**src/design/diskette_pkg.sv**
```systemverilog
// Purpose: Shared constants and types of the diskette command interface.
// Assumes: Immediate data bit 16 sits at index 15, so channel bit n is index 31-n.
// Notes: Control word bit n sits at index 15-n of the 16-bit word.
package diskette_pkg;
  localparam logic [7:0] CMD_PREPARE = 8'h60;
  localparam logic [7:0] CMD_READ_ID = 8'h20;
  localparam logic [7:0] CMD_DEV_RESET = 8'h6f;
  localparam logic [7:0] CMD_HALT = 8'hf0;
  localparam logic [7:0] CMD_START = 8'h70;
  // Identification word; the value is arbitrary.
  localparam logic [15:0] DEVICE_ID = 16'h0a5c;
  // Condition codes as {even, carry, overflow}.
  localparam logic [2:0] CC_ACCEPTED = 3'h7;
  localparam logic [2:0] CC_BUSY = 3'h1;
  localparam logic [2:0] CC_REJECT = 3'h3;
  localparam logic [2:0] INT_CC_EXCEPTION = 3'h2;
  localparam logic [2:0] INT_CC_DEVICE_END = 3'h3;
  localparam int IMM_LEVEL_MSB = 4;
  localparam int IMM_LEVEL_LSB = 1;
  localparam int IMM_ALLOW = 0;
  localparam int CW_CHAIN = 15;
  localparam int CW_INPUT = 13;
  localparam int CW_SUPPRESS = 11;
  localparam int MOD_SPIRAL = 7;
  localparam int MOD_NO_SEEK = 3;
  localparam int DCB_WORDS = 8;
  localparam logic [2:0] W_CTRL = 3'h0;
  localparam logic [2:0] W_RSB = 3'h4;
  localparam logic [2:0] W_CHAIN = 3'h5;
  localparam logic [2:0] W_COUNT = 3'h6;
  localparam logic [2:0] W_DATA = 3'h7;
  localparam logic [15:0] WORD_STEP = 16'h0002;
  localparam int RSB_END_CHAIN = 15;
  localparam int RSB_NO_EXCEPTION = 0;
  localparam int ERR_SPEC = 2;
  localparam int ERR_STORAGE = 1;
  localparam int ERR_DRIVE = 0;
  typedef enum logic [3:0] {
    OP_NONE = 4'h0, OP_RECAL = 4'h1, OP_FORMAT = 4'h2, OP_FORMAT_DEFECT = 4'h3,
    OP_DENSITY = 4'h4, OP_FORMAT_VERIFY = 4'h5, OP_READ = 4'h6, OP_READ_VER_CHECK = 4'h7,
    OP_READ_VER_COMPARE = 4'h8, OP_READ_SECTOR_ID = 4'h9, OP_READ_DIAG = 4'ha,
    OP_WRITE_DATA = 4'hb, OP_WRITE_CONTROL = 4'hc, OP_WRITE_VERIFY = 4'hd
  } op_type;
  typedef enum logic [2:0] {
    ST_IDLE = 3'b000, ST_FETCH = 3'b001, ST_CHECK = 3'b010, ST_DRIVE_IN = 3'b011,
    ST_STORE = 3'b100, ST_NEXT = 3'b101, ST_RSB = 3'b110, ST_END = 3'b111
  } state_type;
endpackage

```
**src/design/control_decode_if.sv**
```systemverilog
// Purpose: Carries control word 0 to its decoder and the decoded fields back.
// Assumes: Purely combinational between the two ends.
// Notes: None.
`timescale 1ns/1ps
interface control_decode_if;
  logic [15:0] ctrl;
  diskette_pkg::op_type op;
  logic valid;
  logic spiral;
  logic auto_seek;
  logic chain;
  logic input_dir;
  logic suppress;
  modport decoder(input ctrl, output op, valid, spiral, auto_seek, chain, input_dir, suppress);
  modport user(output ctrl, input op, valid, spiral, auto_seek, chain, input_dir, suppress);
endinterface

```
**src/design/control_word_decoder.sv**
```systemverilog
// Purpose: Decodes the control word of a device control block.
// Assumes: Modifier field is the low byte, control flags the high byte.
// Notes: A modifier outside the table, or one with the wrong direction, is invalid.
`timescale 1ns/1ps
module control_word_decoder (
  control_decode_if.decoder dec
);
  logic need_input;

  always_comb
  begin
    dec.op = diskette_pkg::OP_NONE;
    need_input = 1'b0;
    casez (dec.ctrl[7:0])
      8'b0000_0010: dec.op = diskette_pkg::OP_RECAL;
      8'b0000_?100: dec.op = diskette_pkg::OP_FORMAT;
      8'b0000_?101: dec.op = diskette_pkg::OP_FORMAT_DEFECT;
      8'b0000_0111: dec.op = diskette_pkg::OP_DENSITY;
      8'b0000_?110: dec.op = diskette_pkg::OP_FORMAT_VERIFY;
      8'b?001_?000:
      begin
        dec.op = diskette_pkg::OP_READ;
        need_input = 1'b1;
      end
      8'b?001_?001: dec.op = diskette_pkg::OP_READ_VER_CHECK;
      8'b?001_?010: dec.op = diskette_pkg::OP_READ_VER_COMPARE;
      8'b0001_?100:
      begin
        dec.op = diskette_pkg::OP_READ_SECTOR_ID;
        need_input = 1'b1;
      end
      8'b0001_?110:
      begin
        dec.op = diskette_pkg::OP_READ_DIAG;
        need_input = 1'b1;
      end
      8'b?010_?000: dec.op = diskette_pkg::OP_WRITE_DATA;
      8'b?010_?001: dec.op = diskette_pkg::OP_WRITE_CONTROL;
      8'b?010_?010: dec.op = diskette_pkg::OP_WRITE_VERIFY;
      default: dec.op = diskette_pkg::OP_NONE;
    endcase
  end

  assign dec.input_dir = dec.ctrl[diskette_pkg::CW_INPUT];
  assign dec.valid = (dec.op != diskette_pkg::OP_NONE) && (dec.input_dir == need_input);
  assign dec.spiral = dec.ctrl[diskette_pkg::MOD_SPIRAL];
  assign dec.auto_seek = ~dec.ctrl[diskette_pkg::MOD_NO_SEEK];
  assign dec.chain = dec.ctrl[diskette_pkg::CW_CHAIN];
  assign dec.suppress = dec.ctrl[diskette_pkg::CW_SUPPRESS];
endmodule

```
**src/design/diskette_io_command_interface.sv**
```systemverilog
// Purpose: Channel-side command interpreter of the internal diskette attachment.
// Assumes: Channel, storage and drive logic share sys_clk; one command strobe per cycle.
// Notes: Storage addresses are byte addresses; words sit at even addresses.
// Operation
// Prepare latches level from bits 27-30 and allow bit from bit 31.
// Interrupt requests appear on the latched level only while allow bit is one.
// Read ID returns the fixed identification word in the immediate data.
// Device reset clears pending interrupt and busy, keeps level and residual address.
// Halt stops all activity, resets, clears interrupt and busy, keeps level.
// Each immediate command gives one transfer and one condition code.
// Start returns a condition code, then fetches block and data by cycle steal.
// After word 6 byte count moves, interrupt with code and identification word.
// Chaining applies only to start; an unchained end raises an interrupt.
// Chain bit set: skip interrupt, fetch next block from word 5 address.
// Any error stops the chain and raises an interrupt at once.
// Issuer writes zero into control word bits 1 and 3.
// Control bit 2 one moves device to storage; zero otherwise or no data.
// Decode recalibrate, format, defective format, density and format verify modifiers.
// Decode read, read verify check, read compare, sector ID and diagnostic reads.
// Decode write data mark, write control mark and write with read verify.
// Modifier bit 8 one enables spiral operation.
// Modifier bit 12 zero asks automatic seek, one suppresses it.
// Issuer should request automatic seek with every spiral operation.
// Suppress bit stores status at the residual block address of word 4.
// With suppress, every chained block stores a residual block when error free.
// Issuer keeps the immediate control block on a fullword boundary.
// An odd residual block address in word 4 is a specification check; the code flags it only when the suppress bit is set.
`timescale 1ns/1ps
module diskette_io_command_interface (
  input wire logic sys_clk,
  input wire logic rst,
  input wire logic cmd_valid,
  input wire logic [7:0] cmd_code,
  input wire logic [15:0] cmd_data,
  output logic cc_valid,
  output logic [2:0] cc,
  output logic [15:0] cc_data,
  input wire logic irq_ack,
  output logic irq_req,
  output logic [3:0] irq_level,
  output logic int_valid,
  output logic [2:0] int_cc,
  output logic [15:0] int_id,
  output logic busy,
  output logic mem_req,
  output logic mem_we,
  output logic [15:0] mem_addr,
  output logic [15:0] mem_wdata,
  input wire logic mem_ack,
  input wire logic mem_error,
  input wire logic [15:0] mem_rdata,
  output logic op_start,
  output logic [3:0] op_kind,
  output logic op_spiral,
  output logic op_auto_seek,
  input wire logic disk_in_valid,
  input wire logic [15:0] disk_in_data,
  output logic disk_in_ready,
  output logic disk_out_valid,
  output logic [15:0] disk_out_data,
  input wire logic disk_error
);
  diskette_pkg::state_type state;
  logic [15:0] dcb [diskette_pkg::DCB_WORDS];
  logic [2:0] fetch_index;
  logic [15:0] words_left;
  logic [15:0] data_addr;
  logic [2:0] err_flags;
  logic rsb_second;
  logic allow;
  logic irq_pend;
  logic end_pulse;
  logic kill;
  logic start_ok;
  logic chain_go;
  logic [15:0] next_words;
  control_decode_if dec_if ();

  control_word_decoder decoder_inst (
    .dec(dec_if.decoder)
  );

  assign dec_if.ctrl = dcb[diskette_pkg::W_CTRL];
  assign kill = cmd_valid && (cmd_code == diskette_pkg::CMD_DEV_RESET
    || cmd_code == diskette_pkg::CMD_HALT);
  assign start_ok = cmd_valid && cmd_code == diskette_pkg::CMD_START
    && state == diskette_pkg::ST_IDLE && !irq_pend;
  // Only a start operation reaches the chaining decision.
  assign chain_go = dec_if.chain && err_flags == 3'h0;
  // Byte count rounded up to whole words.
  assign next_words = {1'b0, dcb[diskette_pkg::W_COUNT][15:1]}
    + {15'h0000, dcb[diskette_pkg::W_COUNT][0]};

  always_ff @(posedge sys_clk or posedge rst)
  begin
    if (rst)
    begin
      irq_level <= 4'h0;
      allow <= 1'b0;
    end
    else if (cmd_valid && cmd_code == diskette_pkg::CMD_PREPARE)
    begin
      irq_level <= cmd_data[diskette_pkg::IMM_LEVEL_MSB:diskette_pkg::IMM_LEVEL_LSB];
      allow <= cmd_data[diskette_pkg::IMM_ALLOW];
    end
  end

  always_ff @(posedge sys_clk or posedge rst)
  begin
    if (rst)
    begin
      cc_valid <= 1'b0;
      cc <= 3'h0;
      cc_data <= 16'h0000;
    end
    else
    begin
      cc_valid <= cmd_valid;
      if (cmd_valid)
      begin
        cc <= diskette_pkg::CC_ACCEPTED;
        cc_data <= 16'h0000;
        case (cmd_code)
          diskette_pkg::CMD_PREPARE: cc <= diskette_pkg::CC_ACCEPTED;
          diskette_pkg::CMD_READ_ID: cc_data <= diskette_pkg::DEVICE_ID;
          diskette_pkg::CMD_DEV_RESET: cc <= diskette_pkg::CC_ACCEPTED;
          diskette_pkg::CMD_HALT: cc <= diskette_pkg::CC_ACCEPTED;
          diskette_pkg::CMD_START: cc <= start_ok ? diskette_pkg::CC_ACCEPTED
            : diskette_pkg::CC_BUSY;
          default: cc <= diskette_pkg::CC_REJECT;
        endcase
      end
    end
  end

  // A fresh end of operation beats an acknowledge in the same cycle.
  always_ff @(posedge sys_clk or posedge rst)
  begin
    if (rst)
    begin
      irq_pend <= 1'b0;
      irq_req <= 1'b0;
      int_valid <= 1'b0;
      int_cc <= 3'h0;
      int_id <= 16'h0000;
    end
    else
    begin
      int_valid <= 1'b0;
      if (kill || (cmd_valid && cmd_code == diskette_pkg::CMD_PREPARE
        && !cmd_data[diskette_pkg::IMM_ALLOW]))
      begin
        irq_pend <= 1'b0;
        irq_req <= 1'b0;
      end
      else if (end_pulse && allow)
      begin
        irq_pend <= 1'b1;
        irq_req <= 1'b1;
        int_cc <= (err_flags != 3'h0) ? diskette_pkg::INT_CC_EXCEPTION
          : diskette_pkg::INT_CC_DEVICE_END;
        int_id <= {13'h0000, err_flags};
      end
      else if (irq_ack && irq_pend)
      begin
        irq_pend <= 1'b0;
        irq_req <= 1'b0;
        int_valid <= 1'b1;
      end
    end
  end

  always_ff @(posedge sys_clk or posedge rst)
  begin
    if (rst)
    begin
      state <= diskette_pkg::ST_IDLE;
      busy <= 1'b0;
      mem_req <= 1'b0;
      mem_we <= 1'b0;
      mem_addr <= 16'h0000;
      mem_wdata <= 16'h0000;
      fetch_index <= 3'h0;
      words_left <= 16'h0000;
      data_addr <= 16'h0000;
      err_flags <= 3'h0;
      rsb_second <= 1'b0;
      end_pulse <= 1'b0;
      op_start <= 1'b0;
      op_kind <= 4'h0;
      op_spiral <= 1'b0;
      op_auto_seek <= 1'b0;
      disk_in_ready <= 1'b0;
      disk_out_valid <= 1'b0;
      disk_out_data <= 16'h0000;
      for (int i = 0; i < diskette_pkg::DCB_WORDS; i++)
      begin
        dcb[i] <= 16'h0000;
      end
    end
    else if (kill)
    begin
      state <= diskette_pkg::ST_IDLE;
      busy <= 1'b0;
      mem_req <= 1'b0;
      end_pulse <= 1'b0;
      op_start <= 1'b0;
      disk_in_ready <= 1'b0;
      disk_out_valid <= 1'b0;
    end
    else
    begin
      end_pulse <= 1'b0;
      op_start <= 1'b0;
      disk_out_valid <= 1'b0;
      case (state)
        diskette_pkg::ST_IDLE:
        begin
          if (start_ok)
          begin
            state <= diskette_pkg::ST_FETCH;
            busy <= 1'b1;
            err_flags <= 3'h0;
            fetch_index <= 3'h0;
            mem_req <= 1'b1;
            mem_we <= 1'b0;
            mem_addr <= cmd_data;
          end
        end
        diskette_pkg::ST_FETCH:
        begin
          if (mem_ack)
          begin
            mem_req <= 1'b0;
            dcb[fetch_index] <= mem_rdata;
            if (mem_error)
            begin
              err_flags[diskette_pkg::ERR_STORAGE] <= 1'b1;
              state <= diskette_pkg::ST_END;
            end
            else if (fetch_index == diskette_pkg::W_DATA)
            begin
              state <= diskette_pkg::ST_CHECK;
            end
            else
            begin
              fetch_index <= fetch_index + 3'h1;
              mem_req <= 1'b1;
              mem_addr <= mem_addr + diskette_pkg::WORD_STEP;
            end
          end
        end
        diskette_pkg::ST_CHECK:
        begin
          words_left <= next_words;
          data_addr <= dcb[diskette_pkg::W_DATA];
          if (!dec_if.valid || (dec_if.suppress && dcb[diskette_pkg::W_RSB][0]))
          begin
            err_flags[diskette_pkg::ERR_SPEC] <= 1'b1;
            state <= diskette_pkg::ST_END;
          end
          else
          begin
            op_start <= 1'b1;
            op_kind <= dec_if.op;
            op_spiral <= dec_if.spiral;
            op_auto_seek <= dec_if.auto_seek;
            state <= diskette_pkg::ST_NEXT;
          end
        end
        diskette_pkg::ST_NEXT:
        begin
          if (words_left == 16'h0000)
          begin
            rsb_second <= 1'b0;
            mem_we <= 1'b1;
            mem_addr <= dcb[diskette_pkg::W_RSB];
            mem_wdata <= 16'h0000;
            mem_req <= dec_if.suppress;
            state <= dec_if.suppress ? diskette_pkg::ST_RSB : diskette_pkg::ST_END;
          end
          else if (dec_if.input_dir)
          begin
            disk_in_ready <= 1'b1;
            state <= diskette_pkg::ST_DRIVE_IN;
          end
          else
          begin
            mem_req <= 1'b1;
            mem_we <= 1'b0;
            mem_addr <= data_addr;
            state <= diskette_pkg::ST_STORE;
          end
        end
        diskette_pkg::ST_DRIVE_IN:
        begin
          if (disk_in_valid)
          begin
            disk_in_ready <= 1'b0;
            mem_req <= 1'b1;
            mem_we <= 1'b1;
            mem_addr <= data_addr;
            mem_wdata <= disk_in_data;
            state <= diskette_pkg::ST_STORE;
          end
        end
        diskette_pkg::ST_STORE:
        begin
          if (mem_ack)
          begin
            mem_req <= 1'b0;
            if (mem_error)
            begin
              err_flags[diskette_pkg::ERR_STORAGE] <= 1'b1;
              state <= diskette_pkg::ST_END;
            end
            else
            begin
              disk_out_valid <= !mem_we;
              disk_out_data <= mem_rdata;
              words_left <= words_left - 16'h0001;
              data_addr <= data_addr + diskette_pkg::WORD_STEP;
              state <= diskette_pkg::ST_NEXT;
            end
          end
        end
        diskette_pkg::ST_RSB:
        begin
          // Word 0 is the residual count, always zero; word 1 holds the flags.
          if (mem_ack)
          begin
            mem_req <= !rsb_second;
            rsb_second <= 1'b1;
            mem_addr <= mem_addr + diskette_pkg::WORD_STEP;
            mem_wdata <= 16'h0000;
            mem_wdata[diskette_pkg::RSB_END_CHAIN] <= !dec_if.chain;
            mem_wdata[diskette_pkg::RSB_NO_EXCEPTION] <= 1'b1;
            if (rsb_second || mem_error)
            begin
              mem_req <= 1'b0;
              err_flags[diskette_pkg::ERR_STORAGE] <= mem_error;
              state <= diskette_pkg::ST_END;
            end
          end
        end
        diskette_pkg::ST_END:
        begin
          if (chain_go)
          begin
            state <= diskette_pkg::ST_FETCH;
            fetch_index <= 3'h0;
            mem_req <= 1'b1;
            mem_we <= 1'b0;
            mem_addr <= dcb[diskette_pkg::W_CHAIN];
          end
          else
          begin
            state <= diskette_pkg::ST_IDLE;
            busy <= 1'b0;
            end_pulse <= 1'b1;
          end
        end
        default: state <= diskette_pkg::ST_IDLE;
      endcase
      if (disk_error && state != diskette_pkg::ST_IDLE && state != diskette_pkg::ST_END)
      begin
        err_flags[diskette_pkg::ERR_DRIVE] <= 1'b1;
        mem_req <= 1'b0;
        disk_in_ready <= 1'b0;
        state <= diskette_pkg::ST_END;
      end
    end
  end

  AST_PREPARE_LATCH: assert property (@(posedge sys_clk) disable iff (rst)
    cmd_valid && cmd_code == diskette_pkg::CMD_PREPARE
    |=> irq_level == $past(cmd_data[4:1]) && allow == $past(cmd_data[0]))
    else $error("Prepare did not latch level and allow bit.");
  AST_NO_REQ_WHEN_BLOCKED: assert property (@(posedge sys_clk) disable iff (rst)
    !allow |-> !irq_req)
    else $error("Interrupt request raised while not allowed.");
  AST_READ_ID_WORD: assert property (@(posedge sys_clk) disable iff (rst)
    cmd_valid && cmd_code == diskette_pkg::CMD_READ_ID
    |=> cc_valid && cc_data == diskette_pkg::DEVICE_ID)
    else $error("Identification word not returned.");
  AST_RESET_CLEARS: assert property (@(posedge sys_clk) disable iff (rst)
    kill |=> !irq_req && !busy && state == diskette_pkg::ST_IDLE && $stable(irq_level))
    else $error("Reset or halt left activity or changed the level.");
  AST_HALT_QUIET: assert property (@(posedge sys_clk) disable iff (rst)
    cmd_valid && cmd_code == diskette_pkg::CMD_HALT |=> !mem_req && !disk_in_ready)
    else $error("Halt left storage or drive activity running.");
  AST_ONE_CODE: assert property (@(posedge sys_clk) disable iff (rst)
    cc_valid |-> $past(cmd_valid) ##1 (cc_valid == $past(cmd_valid)))
    else $error("Condition code not paired with a single command.");
  AST_START_FETCH: assert property (@(posedge sys_clk) disable iff (rst)
    start_ok |=> cc == diskette_pkg::CC_ACCEPTED && mem_req && !mem_we
    && mem_addr == $past(cmd_data))
    else $error("Start did not begin the block fetch.");
  AST_END_INTERRUPT: assert property (@(posedge sys_clk) disable iff (rst)
    end_pulse && allow && !kill |=> irq_req && irq_pend)
    else $error("Operation end raised no interrupt.");
  AST_CHAIN_ADDRESS: assert property (@(posedge sys_clk) disable iff (rst)
    state == diskette_pkg::ST_END && chain_go && !kill
    |=> state == diskette_pkg::ST_FETCH && mem_addr == $past(dcb[5]) && !end_pulse)
    else $error("Chain did not fetch from the word 5 address.");
  AST_ERROR_STOPS_CHAIN: assert property (@(posedge sys_clk) disable iff (rst)
    state == diskette_pkg::ST_END && err_flags != 3'h0 && !kill
    |=> state == diskette_pkg::ST_IDLE && end_pulse)
    else $error("Error did not end the chain.");
  AST_ODD_RSB: assert property (@(posedge sys_clk) disable iff (rst)
    state == diskette_pkg::ST_CHECK && dec_if.suppress && dcb[4][0] && !kill && !disk_error
    |=> err_flags[diskette_pkg::ERR_SPEC] && !op_start)
    else $error("Odd residual address not flagged.");
endmodule

```
**config.mk**
```make
export PLATFORM = sky130hd
export DESIGN_NAME = diskette_io_command_interface
export DESIGN_NICKNAME = d
export VERILOG_FILES = /design/src/design/diskette_pkg.sv /design/src/design/control_decode_if.sv /design/src/design/control_word_decoder.sv /design/src/design/diskette_io_command_interface.sv
export SDC_FILE = /design/constraint.sdc
export NUM_CORES = 1
export LEC_CHECK = 0
export BUFFER_PORTS_ARGS = -buffer_cell sky130_fd_sc_hd__buf_2
export CORE_ASPECT_RATIO = 0.7
export CORE_MARGIN = 2
export CORE_UTILIZATION = 30
export DETAILED_ROUTE_END_ITERATION = 7
export PLACE_DENSITY = 0.53
export RECOVER_POWER = 100
export SYNTH_ARGS = -nofsm -noshare
export SYNTH_HDL_FRONTEND = slang
export SYNTH_SLANG_ARGS = --single-unit
export TNS_END_PERCENT = 10
```
**constraint.sdc**
```tcl
create_clock -name sys_clk -period 10.1 [get_ports sys_clk]
set_clock_uncertainty 0.2 [all_clocks]
set_input_delay 3.03 -clock sys_clk [delete_from_list [all_inputs] [get_ports sys_clk]]
set_output_delay 3.03 -clock sys_clk [all_outputs]
set_load 0.01 [all_outputs]
```
==> results of run 1 <==
[layout by cell type, fill, tap and decap left out, types with 13 or more instances in the layout]
master and instances:
buf_2 62, nor3_1 22, nand2_1 86, a21oi_1 67, mux2_2 115, nand3_1 31, inv_1 24, clkbuf_1 86
conb_1 24, o22ai_1 13, o31ai_1 19, clkbuf_16 17, o21ai_0 88, dfrtp_1 195, nand4_1 18, nor2_1 104
xnor2_1 16
[layout make-up]
type                            count  area [µm²]
Fill cell                        3492       21800
Multi-Input combinational cell    773        4980
Sequential cell                   195        4880
Timing Repair Buffer              157         701
Tap cell                          464         581
Clock buffer                       17         425
Clock inverter                     15         196
Inverter                           27         103
Antenna cell                        1        2.50
[per-stage QoR]
step	power (µW)	util	std cells	setup WS, ns	hold WS, ns
4_1_cts	3300	0.357	1648	4.21	0.266
3_3_place_gp	2550	0.339	1616	3.81	0.243
6_report	3270	0.352	1649	3.35	0.268
3_5_place_dp	2570	0.339	1616	3.73	0.249
5_1_grt	3490	0.352	1648	3.00	0.293
2_1_floorplan	2120	-	1083	1.56	0.261
[critical path, cell delays in order]
cell and delay, ns:
buf_2 0.13, or2_2 0.13, o22ai_1 0.16, nand2_1 0.41, nand4_1 0.25, nor3b_1 2.28
mux2_2 0.48
[sequential cells by signal, indices dropped and copies added (netlist names), 4 cells and up]
signal / cells
dcb: 64
data_addr: 16
disk_out_data: 16
mem_addr: 16
mem_wdata: 16
words_left: 16
dec_if.ctrl: 11
irq_level: 4
op_kind: 4
[cell families (layout without fill, tap and decap cells)]
family          count (synthesis)  in the layout
flops                         195            195
other cells                     1             25
simple gates                  333            333
compound gates                261            261
xor+xnor                       27             27
fa+ha+maj                       7              7
buf+inv                       115            216
mux                           121            121
[routing by layer]
metal  vias to the layer above  routed length (µm)
met3                        18                2340
met2                       297               12700
met1                      4312               16000
met4                         0                 246
met5                         -                   0
li1                       3994                   -
[synthesized netlist by cell type (all sizes together) (8+ instances only)]
cell type  count  share of area
dfrtp        195           0.47
mux2         117           0.13
nor2         105          0.038
o21ai         88          0.043
nand2         86          0.031
a21oi         67          0.032
clkbuf        54          0.020
buf           34          0.025
nand3         31          0.015
inv           25         0.0091
nor3          23          0.011
o31ai         19          0.014
nand4         18          0.011
xnor2         16          0.014
o22ai         13         0.0079
a31oi         11         0.0067
xor2          11         0.0093
a221oi        10         0.0085
nor2b         10         0.0060
a211oi         9         0.0065
or2            8         0.0048
[worst paths after layout]
check	from	to	slack [ns]	cells past startpoint
setup / recovery	cmd_code[4]	dcb[42]	3.35	7
hold / removal	cc[0]	cc[0]	0.27	1
setup reg to reg	state[2]	dcb[42]	5.19	6
hold reg to reg	cc[0]	cc[0]	0.27	1
max in group asynchronous	rst	disk_out_valid	3.80	3
min in group asynchronous	rst	dec_if.ctrl[0]	3.76	2
[power by group through the flow]
stage | clock, µW | sequential, µW | combinational, µW
after floorplan | 0 | 1170 | 946
after CTS | 746 | 1200 | 1360
after global placement | 0 | 1210 | 1330
after global routing | 779 | 1240 | 1480
after detailed placement | 0 | 1220 | 1350
final | 730 | 1210 | 1330
==> impl_metrics.ini, run 1 <==
[outcome]
status = finished with violations
violations = max-capacitance violations, max-slew violations

[yosys]
syn_area_per_cell_um2 = 9.76
synthSimpleGateAreaFrac = 0.156
netlist_area_mm2 = 0.0103
synth_warnings = 0
synthArstFlopShare = 1.00
synth-compound-area-share = 0.155
netlist_instances = 1060
ys_ff_latch = 195
ys.flop_type = dfrtp_1
yosysSeqAreaShare = 0.472
synth_mux_area_frac = 0.131
synth_top_family_by_area = simple AND/OR/NAND/NOR gates
synthXorXnorAreaFrac = 0.0229
synth_edf_count = 0
synth_fa_ha_area_frac = 0.00847
synth_cell_type_count = 68

[job]
cap_violations = 4

[die]
die_height_um = 159
ios = 169
fp-row-count = 56
die_area_mm2 = 0.0360
die_w_um = 226
coreArea_mm2 = 0.0337
start_util = 0.307

[drt]
drt-initial-drc-count = 770
avgViaCountPerCell = 5.23
routed_wl_um = 31300
firstDrtPassIters = 5
routedWlPerCell_um = 19.0
drtAntennaViolNets = 0
vias = 8621
drc = 0

[timing]
grt_setup_unrepaired = false
post-route-min-period_ns = 6.75
slew_viol_final = 171
slew_headroom = -2.09
setup_viol = 0
fin_tns_setup_ns = 0
hold_viol = 0
max_freq_mhz = 148
fin_crit_sh = 0.668
worstMarginPinSlew_ns = 4.60

[hold_path]
worstHoldPathType = reg2reg

[clock_tree]
cts_tree = yes
cts_made_buffers = 17
ctsHtreeMaxLevel = 4
clk_pin_slew_ns = 0.07
cts-root-buf = clkbuf_16
postCtsSetupBuffers = 0
clk_latency_ns = 0.46
hold_buffers = 0
clock_path_buffers = 2
ctsResizeCount = 0
clock_sinks = 195

[pwr]
power.share.clock = 0.223
p_seq_frac = 0.370
combPwrFrac = 0.407
p_leak_uw = 0.00506
p_switching_uw = 1410
intPower_uw = 1850
vdd_drop_max_mv = 0.110
p_per_area_mw_per_mm2 = 275
p_sw_frac = 0.432

[placed_design]
portBuffers = 144
gp_congestion = 0.833
postPlaceCellArea_mm2 = 0.0114
dp_hpwl_um = 22400

[global_routing]
top_usage_layer = met1
grt-ovfl-total = 0
gr-usage-met2 = 0.238
grt_usage = 0.175
grt.met1_usage = 0.274
grt_pass1_vias = 7958
antenna_found_initial = 3
grt_pass1_wl_um = 48400
met3_usage = 0.0461
grt_max_degree = 98

[critical_path]
path_class = in2reg
critPathCaptureType = register
start_kind = input port
worst_ep_required_time_ns = 10.23
critPathArrivalTime_ns = 6.88
cp_max_fo = 16

[cells_and_area]
final_area_mm2 = 0.0119
final_layout_size_suffix_gt1_frac = 0.198
syn_to_final_growth_pct = 14.7
nets = 1242
Note: power is estimated with default switching activity, not from simulation.
==> run 2: changes to the inputs <==
--- a/config.mk
+++ b/config.mk
@@ -10,7 +10,7 @@
 export CORE_MARGIN = 2
 export CORE_UTILIZATION = 30
 export DETAILED_ROUTE_END_ITERATION = 7
-export PLACE_DENSITY = 0.53
+export PLACE_DENSITY = 0.54
 export RECOVER_POWER = 100
 export SYNTH_ARGS = -nofsm -noshare
 export SYNTH_HDL_FRONTEND = slang
==> constraint.sdc (replaced) <==
create_clock -name sys_clk -period 5.7 [get_ports sys_clk]
set_clock_uncertainty 0.2 [all_clocks]
set_input_delay 1.71 -clock sys_clk [delete_from_list [all_inputs] [get_ports sys_clk]]
set_output_delay 1.71 -clock sys_clk [all_outputs]
set_load 0.01 [all_outputs]
==> impl_metrics.ini, run 2 (synthesized netlist as in run 1, its figures left out) <==
[outcome]
status = finished with violations
violations = max-capacitance violations, max-slew violations

[drt]
drt-initial-drc-count = 823
avgViaCountPerCell = 5.20
drc = 0
drtAntennaViolNets = 0
routedWlPerCell_um = 18.7
vias = 8595
routed_wl_um = 30900
firstDrtPassIters = 5

[critical_path]
crit_top_cell = or4_1
critPathCaptureType = register
cp_max_fo = 15
path_cells = buf_2, or4_1, or4_1, a22o_1, or4b_1, or2_0, mux2_1
start_kind = input port
critPathArrivalTime_ns = 5.05
slowest_stage = or4b_1
path_class = in2reg
r2r_cells = 8
worst_ep_required_time_ns = 5.84
slowest_delay_ns = 0.72

[clock_tree]
clock_path_buffers = 2
ctsHtreeMaxLevel = 4
ctsResizeCount = 0
cts_tree = yes
hold_buffers = 0
clock_sinks = 195
postCtsSetupBuffers = 0
clk_latency_ns = 0.46
cts_made_buffers = 17
clk_pin_slew_ns = 0.08
cts-root-buf = clkbuf_16

[timing]
holdWs_ns = 0.266
setup_slack_ns = 0.794
worstMarginPinSlew_ns = 2.38
post-route-min-period_ns = 4.91
slew_headroom = -0.586
setup_viol = 0
max_freq_mhz = 204
hold_viol = 0
slew_viol_final = 96
fin_crit_sh = 0.861
grt_setup_unrepaired = false
fin_tns_setup_ns = 0

[pwr]
p_leak_uw = 0.00507
vdd_drop_max_mv = 0.181
p_per_area_mw_per_mm2 = 480

[die]
ios = 169
fp-row-count = 56
die_height_um = 159
die_area_mm2 = 0.0360
die_w_um = 226
start_util = 0.307
coreArea_mm2 = 0.0337

[cells_and_area]
insertedDiodeCount = 0
fill_cells = 3485
syn_to_final_growth_pct = 14.9
seqCellArea_mm2 = 0.00488
mostFrequentLayoutCell = dfrtp_1
multi_input_area_mm2 = 0.00500
nets = 1247
final_layout_size_suffix_gt1_frac = 0.200
largest_register_ff_count = 64
final_cell_mix = dfrtp_1 (195), mux2_2 (115), nor2_1 (103)
top_register = dcb

[job]
cap_violations = 3

[global_routing]
grt_pass1_vias = 7911
grt_usage = 0.173
grt_pass1_wl_um = 47700
grt_max_degree = 107
grt-ovfl-total = 0
antenna_found_initial = 3

[placed_design]
gp_congestion = 0.861
dp_hpwl_um = 22400
pre_cts_ws_ns = 0.785
portBuffers = 144

[hold_path]
worstHoldPathType = reg2reg
holdPathStages = 1
## run 2: report_power, final
part           internal, µW  switching [µW]  leakage [µW]
Clock                   587             620      0.000282
Combinational           865            1480       0.00223
Sequential             1730             431       0.00256
## run 2: worst max-delay path, delay by kind of cell
family,cells,cell delay [ns]
buffers and inverters,1,0.10
and+or+nand+nor,4,2.47
muxes,1,0.45
AOI/OAI and AO/OA,1,0.31
## run 2: layer usage
metal	vias up	wire, µm	share of wire	GRT usage
li1	4026	-	-	-
met1	4233	15500	0.50	0.274
met2	318	12500	0.41	0.230
met3	18	2570	0.083	0.0469
met4	0	255	0.0083	0.0352
met5	-	0	0	0
## run 2: final timing paths
kind,from,to,slack (ns)
min in group asynchronous,rst,int_cc[1],1.14
worst max register to register,words_left[0],mem_addr[2],1.37
worst min register to register,cc[0],cc[0],0.27
worst max-delay path,cmd_code[1],mem_addr[2],0.79
worst min-delay path,cc[0],cc[0],0.27
max in group asynchronous,rst,dcb[23],1.55
## run 2: final cells by class
type | count | share of cell area
Multi-Input combinational cell | 773 | 0.420
Sequential cell | 195 | 0.410
Timing Repair Buffer | 162 | 0.0626
Tap cell | 464 | 0.0488
Clock buffer | 17 | 0.0358
Clock inverter | 15 | 0.0133
Inverter | 27 | 0.00863
## run 2: through the flow
step	util	cells	cell area, µm²	total power (µW)
after floorplan	-	1083	10400	3750
after global placement	0.340	1621	11500	4510
after detailed placement	0.340	1621	11500	4550
after CTS	0.358	1653	12100	5780
after global routing	0.353	1653	11900	6120
final	0.353	1653	11900	5710
